**src/rtl/acf_regs.vh**
```
`ifndef ACF_REGS_VH
`define ACF_REGS_VH
// Special register addresses of the two converter control registers.
`define ACF_ADDR_CFG0 8'hdc
`define ACF_ADDR_CFG1 8'hdd
// Config zero fields: reference enable, internal level select, external source select.
`define ACF_CFG0_VREF_EN 0
`define ACF_CFG0_VREF_HI 1
`define ACF_CFG0_VREF_EXT 2
// Config zero reset: internal reference on at the 2.5V level.
`define ACF_CFG0_RESET 8'h03
// Config one fields: calibration select [2:0], filter mode [5:4].
`define ACF_CFG1_CAL_LSB 0
`define ACF_CFG1_FLT_LSB 4
`define ACF_CFG1_RESET 8'h00
// Calibration select codes.
`define ACF_CAL_NONE 3'h0
`define ACF_CAL_OFFSET 3'h1
`define ACF_CAL_GAIN 3'h2
`define ACF_CAL_BOTH 3'h3
// Filter mode codes.
`define ACF_FLT_AUTO 2'h0
`define ACF_FLT_FAST 2'h1
`define ACF_FLT_SINC2 2'h2
`define ACF_FLT_SINC3 2'h3
// Conversion periods per single calibration step.
`define ACF_CAL_PERIODS 3'h7
`endif

```
**src/rtl/acf_ctrl.v**
```verilog
// Function
// [RL1] Three-bit field in config one selects calibration.
// [RL2] Each calibration step lasts seven conversion periods.
// [RL3] Offset calibration stores offset-cancelling correction.
// [RL4] Gain calibration stores gain-cancelling correction.
// [RL5] Software writes offset trim after calibration.
// [RL6] Calibration end sets converter interrupt flag.
// [RL7] Software recalibrates after power-up or changes.
// [RL8] Filter selectable: fast, sinc2, sinc3, auto.
// [RL9] Auto: discard, fast, sinc2, then sinc3.
// [RL10] Settling: sinc3 three, sinc2 two, fast one.
// [RL11] Reference select in config zero, defaults internal 2.5V.
// [RL12] Internal reference level 1.25V or 2.5V.
// [RL13] Software disables unused internal reference.
// [RL14] No valid result flagged during calibration.
`timescale 1ns/1ps
`default_nettype none
`include "acf_regs.vh"
module acf_ctrl (
	input wire clk_sys,
	input wire reset,
	input wire [7:0] sfr_addr,
	input wire [7:0] sfr_wdata,
	input wire sfr_wr,
	output reg [7:0] sfr_rdata,
	input wire conv_done,
	input wire signed [23:0] conv_raw,
	input wire chan_change,
	input wire flag_clear,
	output reg [1:0] filter_sel,
	output reg result_valid,
	output reg [23:0] result_data,
	output reg adc_irq,
	output reg signed [23:0] offset_corr,
	output reg signed [23:0] gain_corr,
	output wire cal_busy,
	output wire vref_enable,
	output wire vref_high,
	output wire vref_external
);
	// Calibration sequencer states.
	localparam ST_IDLE = 2'b00;
	localparam ST_OFS = 2'b01;
	localparam ST_GAIN = 2'b10;
	// Gain correction target: positive full scale.
	localparam signed [23:0] FULL_SCALE = 24'sh7fffff;

	// Control register storage.
	reg [7:0] cfg0_reg;
	reg [7:0] cfg1_reg;
	// Sequencer state and period counter.
	reg [1:0] state_reg;
	reg [2:0] period_reg;
	// Conversions since the last channel or gain change, saturating at four.
	reg [2:0] settle_reg;
	// Flag that a two-step calibration still owes its gain step.
	reg gain_pending_reg;
	// Calibration completion pulse.
	reg cal_end;

	// Decodes the filter mode in force for the current conversion count.
	function [1:0] pick_filter;
		input [1:0] mode;
		input [2:0] cnt;
		begin
			if (mode != `ACF_FLT_AUTO) begin
				pick_filter = mode;
			end else if (cnt <= 3'd1) begin
				pick_filter = `ACF_FLT_FAST; // RL9
			end else if (cnt == 3'd2) begin
				pick_filter = `ACF_FLT_SINC2; // RL9
			end else begin
				pick_filter = `ACF_FLT_SINC3; // RL9
			end
		end
	endfunction

	wire [1:0] flt_mode = cfg1_reg[`ACF_CFG1_FLT_LSB +: 2];
	wire [2:0] need_cnt;
	wire period_last = (period_reg == `ACF_CAL_PERIODS - 3'h1);
	wire write_cal = sfr_wr && (sfr_addr == `ACF_ADDR_CFG1);

	// Reference controls straight from config zero.
	assign vref_enable = cfg0_reg[`ACF_CFG0_VREF_EN]; // RL11
	assign vref_high = cfg0_reg[`ACF_CFG0_VREF_HI]; // RL12
	assign vref_external = cfg0_reg[`ACF_CFG0_VREF_EXT]; // RL11
	assign cal_busy = (state_reg != ST_IDLE);
	// Settled conversion count needed by a fixed filter.
	assign need_cnt = (flt_mode == `ACF_FLT_SINC3) ? 3'd3 :
		(flt_mode == `ACF_FLT_SINC2) ? 3'd2 : 3'd1; // RL10

	// Register writes; a calibration select field self-clears on completion.
	always @(posedge clk_sys or posedge reset) begin
		if (reset) begin
			cfg0_reg <= `ACF_CFG0_RESET; // RL11
			cfg1_reg <= `ACF_CFG1_RESET;
		end else begin
			if (sfr_wr && sfr_addr == `ACF_ADDR_CFG0) begin
				cfg0_reg <= sfr_wdata;
			end
			if (write_cal) begin
				cfg1_reg <= sfr_wdata;
			end else if (cal_end) begin
				cfg1_reg[`ACF_CFG1_CAL_LSB +: 3] <= `ACF_CAL_NONE;
			end
		end
	end

	// Register reads return stored contents; other addresses read zero.
	always @* begin
		case (sfr_addr)
			`ACF_ADDR_CFG0: begin
				sfr_rdata = cfg0_reg;
			end
			`ACF_ADDR_CFG1: begin
				sfr_rdata = cfg1_reg;
			end
			default: begin
				sfr_rdata = 8'h00;
			end
		endcase
	end

	// Calibration sequencer counting conversion periods.
	always @(posedge clk_sys or posedge reset) begin
		if (reset) begin
			state_reg <= ST_IDLE;
			period_reg <= 3'h0;
			gain_pending_reg <= 1'b0;
			cal_end <= 1'b0;
			offset_corr <= 24'sh000000;
			gain_corr <= 24'sh000000;
		end else begin
			cal_end <= 1'b0;
			case (state_reg)
				ST_IDLE: begin
					period_reg <= 3'h0;
					// A write to config one launches the selected calibration.
					if (write_cal) begin
						case (sfr_wdata[`ACF_CFG1_CAL_LSB +: 3]) // RL1
							`ACF_CAL_OFFSET: begin
								state_reg <= ST_OFS;
								gain_pending_reg <= 1'b0;
							end
							`ACF_CAL_GAIN: begin
								state_reg <= ST_GAIN;
								gain_pending_reg <= 1'b0;
							end
							`ACF_CAL_BOTH: begin
								state_reg <= ST_OFS;
								gain_pending_reg <= 1'b1;
							end
							default: begin
								state_reg <= ST_IDLE;
							end
						endcase
					end
				end
				ST_OFS: begin
					if (conv_done) begin
						period_reg <= period_reg + 3'h1; // RL2
						if (period_last) begin
							// Zero input measured: store its negation.
							offset_corr <= -conv_raw; // RL3
							period_reg <= 3'h0;
							if (gain_pending_reg) begin
								state_reg <= ST_GAIN;
								gain_pending_reg <= 1'b0;
							end else begin
								state_reg <= ST_IDLE;
								cal_end <= 1'b1; // RL6
							end
						end
					end
				end
				ST_GAIN: begin
					if (conv_done) begin
						period_reg <= period_reg + 3'h1; // RL2
						if (period_last) begin
							// Full-scale input measured: store the error to cancel.
							gain_corr <= FULL_SCALE - (conv_raw + offset_corr); // RL4
							period_reg <= 3'h0;
							state_reg <= ST_IDLE;
							cal_end <= 1'b1; // RL6
						end
					end
				end
				default: begin
					state_reg <= ST_IDLE;
				end
			endcase
		end
	end

	// Conversion counter restarted by a channel or gain change.
	always @(posedge clk_sys or posedge reset) begin
		if (reset) begin
			settle_reg <= 3'h0;
		end else if (chan_change) begin
			settle_reg <= 3'h0;
		end else if (conv_done && settle_reg != 3'h4) begin
			settle_reg <= settle_reg + 3'h1;
		end
	end

	// Filter choice follows the mode and the conversion count.
	always @(posedge clk_sys or posedge reset) begin
		if (reset) begin
			filter_sel <= `ACF_FLT_FAST;
		end else begin
			filter_sel <= pick_filter(flt_mode, settle_reg); // RL8
		end
	end

	// Result qualification and the interrupt flag; setting wins over clearing.
	always @(posedge clk_sys or posedge reset) begin
		if (reset) begin
			result_valid <= 1'b0;
			result_data <= 24'h000000;
			adc_irq <= 1'b0;
		end else begin
			result_valid <= 1'b0;
			if (cal_end) begin
				adc_irq <= 1'b1; // RL6
				result_valid <= 1'b1; // RL6
			end else if (conv_done && !cal_busy && !chan_change) begin
				result_data <= conv_raw + offset_corr;
				// Auto drops the first; fixed filters wait for settling.
				if (flt_mode == `ACF_FLT_AUTO ? settle_reg != 3'h0 : // RL9
					settle_reg + 3'h1 >= need_cnt) begin // RL10
					result_valid <= 1'b1; // RL14
					adc_irq <= 1'b1;
				end else if (flag_clear) begin
					adc_irq <= 1'b0;
				end
			end else if (flag_clear) begin
				adc_irq <= 1'b0;
			end
		end
	end
endmodule
`default_nettype wire

```
**config.mk**
```make
export PLATFORM = sky130hd
export DESIGN_NAME = acf_ctrl
export DESIGN_NICKNAME = d
export VERILOG_FILES = /design/src/rtl/acf_ctrl.v
export VERILOG_INCLUDE_DIRS = /design/src /design/src/rtl
export SDC_FILE = /design/constraint.sdc
export NUM_CORES = 1
export LEC_CHECK = 0
export ABC_AREA = 1
export BUFFER_PORTS_ARGS = -buffer_cell sky130_fd_sc_hd__buf_2
export CORE_ASPECT_RATIO = 0.7
export CORE_MARGIN = 2
export CORE_UTILIZATION = 35
export DETAILED_ROUTE_END_ITERATION = 10
export HOLD_SLACK_MARGIN = 0.03
export PLACE_DENSITY = 0.56
export SYNTH_ARGS = -nofsm -noshare
export SYNTH_HDL_FRONTEND = slang
export SYNTH_SLANG_ARGS = --single-unit
```
**constraint.sdc**
```tcl
create_clock -name clk_sys -period 8.14 [get_ports clk_sys]
set_clock_uncertainty 0.2 [all_clocks]
set_input_delay 1.221 -clock clk_sys [delete_from_list [all_inputs] [get_ports clk_sys]]
set_output_delay 1.221 -clock clk_sys [all_outputs]
set_load 0.1 [all_outputs]
```
# After elaboration in Yosys (flattened, before gate mapping)
# Index checks and enable logic that the tools add are counted.
# op_classes
n_reduce_logical	25
eq_ne	19
addsub	5
bitwise_logic	1
n_lt_le_gt_ge	2
mux	40
# op_table
op	count
$add A24 B24 Y24	1
$neg A24 Y24	1
$sub A24 B24 Y24 const A	1
$mux W2	10
$mux W3	6
$mux W1	17
$eq A8 B8 Y1 const B	2
$pmux W8 S2	1
$reduce_bool A2 Y1	6
$ne A2 B2 Y1 const B	5
$reduce_and A5 Y1	2
$eq A3 B2 Y1 const B	3
$add A3 B1 Y3 const B	2
$eq A2 B2 Y1 const B	3
$pmux W1 S2	3
$pmux W2 S3	1
$pmux W3 S2	1
$reduce_and A3 Y1	2
$reduce_or A2 Y1	3
$logic_and A1 B1 Y1	5
$logic_not A2 Y1	2
$pmux W2 S2	1
$reduce_and A2 Y1	2
$eq A3 B1 Y1 const B	1
other kinds (10)	11
# word_totals
out_inout_bits	88
elab_cells	106
regBits	102

# Longest topological paths before layout
# logic_depth
ltp_word	8
depth_mapped	14
ltp_nobuf	14

# Worst setup path before layout
# OpenSTA, ideal clock, no wires.
# synth_path
kind	input to output
start	in sfr_addr[6]
end	out sfr_rdata[3]
cell_stages	4
slack_ns	2.613
n_path_buf	0
arrival_time_ns	4.106
cell_sequence	nand2_1 nor3b_4 nand4_1 o21ai_0
# synth_via
elab_chain_cells	2
elab_cells_between_ends	3
classes_between	eq/ne: 2; mux: 1
# synth_lines
item	line	rtl
start, declared	acf_ctrl.v:22	input wire [7:0] sfr_addr,
$eq A8 B8 Y1	acf_ctrl.v:111	case (sfr_addr)
$pmux W8 S2 *	acf_ctrl.v:111	
end, declared	acf_ctrl.v:25	output reg [7:0] sfr_rdata,
# Every way passes the cells marked *; elsewhere a longest branch is shown, timed or not.

# Final worst setup path
# layout_path
start	in sfr_addr[6]
end	out sfr_rdata[6]
# The elaborated chain is that of the path after synthesis.

==> results.py <==
metrics = {
    "global_routing": {
        "grt_max_degree": 79,
        "gr-usage-all-layers_pct": 18.9,
        "antenna_found_initial": 0,
        "grt_remaining_overflow": 0,
        "grt_pass1_wl_mm": 29.9,
        "grt_pass1_vias": 5471,
    },
    "synth": {
        "synth_mux_area_share_pct": 0,
        "synth_top_area_share_pct": 37.2,
        "synthTopCellsByArea": "dfrtp_1 37%, nand2_1 19%, inv_1 8.3%",
        "synth_edf_count": 0,
        "synthesis.area_mm2": 0.00665,
        "synth_cell_types": 37,
        "ys_ff_latch": 102,
        "ys.flop_type": "dfrtp_1",
        "synth_xor_area_share_pct": 2.76,
        "yosysWarnings": 0,
        "synth_top_family_by_area": "simple AND/OR/NAND/NOR gates",
        "yosys.area_share.simple_pct": 34.3,
        "synth.avg_cell_area_um2": 7.00,
        "synth_compound_area_share_pct": 7.86,
        "yosys.area.top_type": "dfrtp_1",
        "netlist_instances": 951,
        "ys_async_sr_fraction_pct": 100,
        "yosysMostFrequentCell": "nand2_1",
        "synthAdderAreaFrac_pct": 6.51,
        "syn_nets": 1031,
        "synth-seq-area-share_pct": 38.4,
        "synth_common_cells": "345 x nand2_1, 148 x inv_1, 99 x dfrtp_1",
    },
    "detailed_routing": {
        "ant_nets": 0,
        "routed_wl_mm": 18.6,
        "wl_per_cell_um": 14.0,
        "drt-initial-drc-count": 498,
        "drc": 0,
        "num_vias": 6174,
        "vias_per_cell": 4.65,
        "dr.pass1.iters": 4,
    },
    "setup_path": {
        "reg2regPathDepth": 9,
        "worstSetupStartpointType": "input port",
        "worst-r2r-setup-slack_ns": 5.61,
        "crit_arrival_ns": 2.87,
        "r2r_end": "result_data[1]",
        "r2r-start": "state_reg[0]",
        "crit_fanout": 9,
        "criticalPathCategory": "input port to primary output",
        "required_ns": 6.72,
        "cp-end-kind": "primary output",
    },
    "floorplan": {
        "core_area_mm2": 0.0188,
        "num_rows": 42,
        "ioPinCount": 134,
        "initial_core_util_pct": 35.5,
        "die_w_um": 169,
        "die_h_um": 119,
        "dieArea_mm2": 0.0201,
    },
    "sta": {
        "rsz0062_at_grt": "false",
        "fmax_mhz": 233,
        "setup_ws_ns": 3.85,
        "slew_violations": 0,
        "worstMarginPinSlew_ns": 1.01,
        "post-route-period-util_pct": 52.7,
        "setup_tns_ns": 0,
        "hold_viol": 0,
        "finalSetupViolCount": 0,
        "slew_headroom_pct": 32.4,
        "period_needed_ns": 4.29,
    },
    "min_path": {
        "hold-path-cell-count": 2,
        "hold_end": "result_data[2]",
        "hold_class": "flop to flop",
        "min_from": "result_data[2]",
    },
    "pwr": {
        "p_leak_nw": 4.37,
        "switching_share_pct": 52.4,
        "powerDensity_mw_per_mm2": 273,
        "max-vdd-ir-drop_v": 0.000282,
        "p_int_w": 0.00102,
        "p_total_w": 0.00214,
        "power_frac_seq_pct": 30.5,
        "p_sw_w": 0.00112,
        "clock_power_share_pct": 21.3,
        "p_comb_share_pct": 48.2,
    },
    "placement": {
        "place.gp.congestion": 0.924,
        "port_buffers": 133,
        "place_ws_ns": 3.86,
        "hpwl_mm": 14.8,
    },
    "finish": {
        "largestRegisters": "gain_corr (24), offset_corr (24), result_data (24)",
        "drive_gt1_share_pct": 16.8,
        "synthToLayoutAreaGrowth_pct": 17.8,
        "nNetsFinal": 1162,
        "num_antenna_cells": 0,
    },
    "clocking": {
        "clk_pin_slew_worst_paths_ns": 0.07,
        "hold_buffers": 0,
        "clk_latency_ns": 0.36,
        "h-tree-depth": 3,
        "clk_path_buf_depth": 2,
        "clockRootBuffer": "clkbuf_16",
        "cts.sinks": 102,
        "cts_buffers": 9,
        "cts_setup_buffers": 0,
        "cts_resized": 0,
        "cts_tree": "done",
    },
    "run_status": {
        "status": "finished clean",
    },
    "job": {
        "maxCapViolCount": 0,
    },
}
routing by layer:
layer / vias up / GRT usage, % / share of wire (%)
met2: 145 / 25.3 / 38
met4: 0 / 3.61 / 0.78
met3: 11 / 3.56 / 5.5
met5: - / 0 / 0
met1: 2763 / 30.9 / 56
li1: 3255 / - / -
worst max-delay path by stage:
stage / slack, ns / depth (start not counted) / start / end
finish: 3.85 / 6 / sfr_addr[6] / sfr_rdata[6]
global route: 3.67 / 6 / sfr_addr[7] / sfr_rdata[6]
CTS: 3.86 / 6 / sfr_addr[6] / sfr_rdata[3]
detailed placement: 3.86 / 6 / sfr_addr[6] / sfr_rdata[3]
global placement: 3.87 / 6 / sfr_addr[6] / sfr_rdata[6]
floorplan: 2.61 / 4 / sfr_addr[6] / sfr_rdata[3]
power groups by stage:
stage                     clock network [W]  registers (W)  logic (W)
after global placement                    0       0.000662    0.00103
after floorplan                           0        0.00120   0.000295
after CTS                          0.000470       0.000652    0.00104
after global routing               0.000486       0.000665    0.00110
after detailed placement                  0       0.000662    0.00103
final                              0.000457       0.000653    0.00103
placed cells by master, fill, tap and decap left out, types with 7 or more instances in the layout:
cell type | netlist | final
nand4_1 | 18 | 18
clkbuf_16 | 0 | 9
dfrtp_1 | 99 | 99
o21ai_2 | 10 | 10
buf_2 | 9 | 133
a21oi_1 | 17 | 17
o21ai_1 | 10 | 10
nand2_1 | 345 | 345
o21ai_0 | 33 | 33
a31oi_1 | 7 | 7
xor2_1 | 18 | 18
nor2_1 | 76 | 76
inv_1 | 148 | 147
ha_1 | 33 | 33
nand3_1 | 75 | 75
o22ai_1 | 7 | 7
cell type report:
type / count / area, µm²
Clock inverter: 5 / 66.3
Multi-Input combinational cell: 681 / 3420
Sequential cell: 102 / 2560
Tap cell: 242 / 303
Inverter: 154 / 581
Clock buffer: 10 / 239
Timing Repair Buffer: 134 / 673
Fill cell: 2020 / 10900
critical path, cell delays in order:
cell	delay (ns)
buf_2	0.08
nand2_1	0.07
nor3b_4	0.43
nand4_1	0.37
o21ai_0	0.25
buf_2	0.45
kinds of logic (layout without fill, tap and decap cells):
kind of cell	after synthesis	after routing
AND/OR/NAND/NOR	536	536
buffers and inverters	168	303
flip-flops	102	102
AO/OA/AOI/OAI	90	90
adder cells (fa/ha/maj)	34	34
XOR/XNOR	21	21
through the flow:
step,hold WS [ns],instance area [µm²],utilization (%),cells
2_1_floorplan,0.245,6650,-,951
3_3_place_gp,0.253,7530,40.2,1313
3_5_place_dp,0.262,7530,40.2,1313
4_1_cts,0.280,7840,41.8,1328
5_1_grt,0.301,7840,41.8,1328
6_report,0.276,7840,41.8,1328
Power figures use the tool's default switching activity.
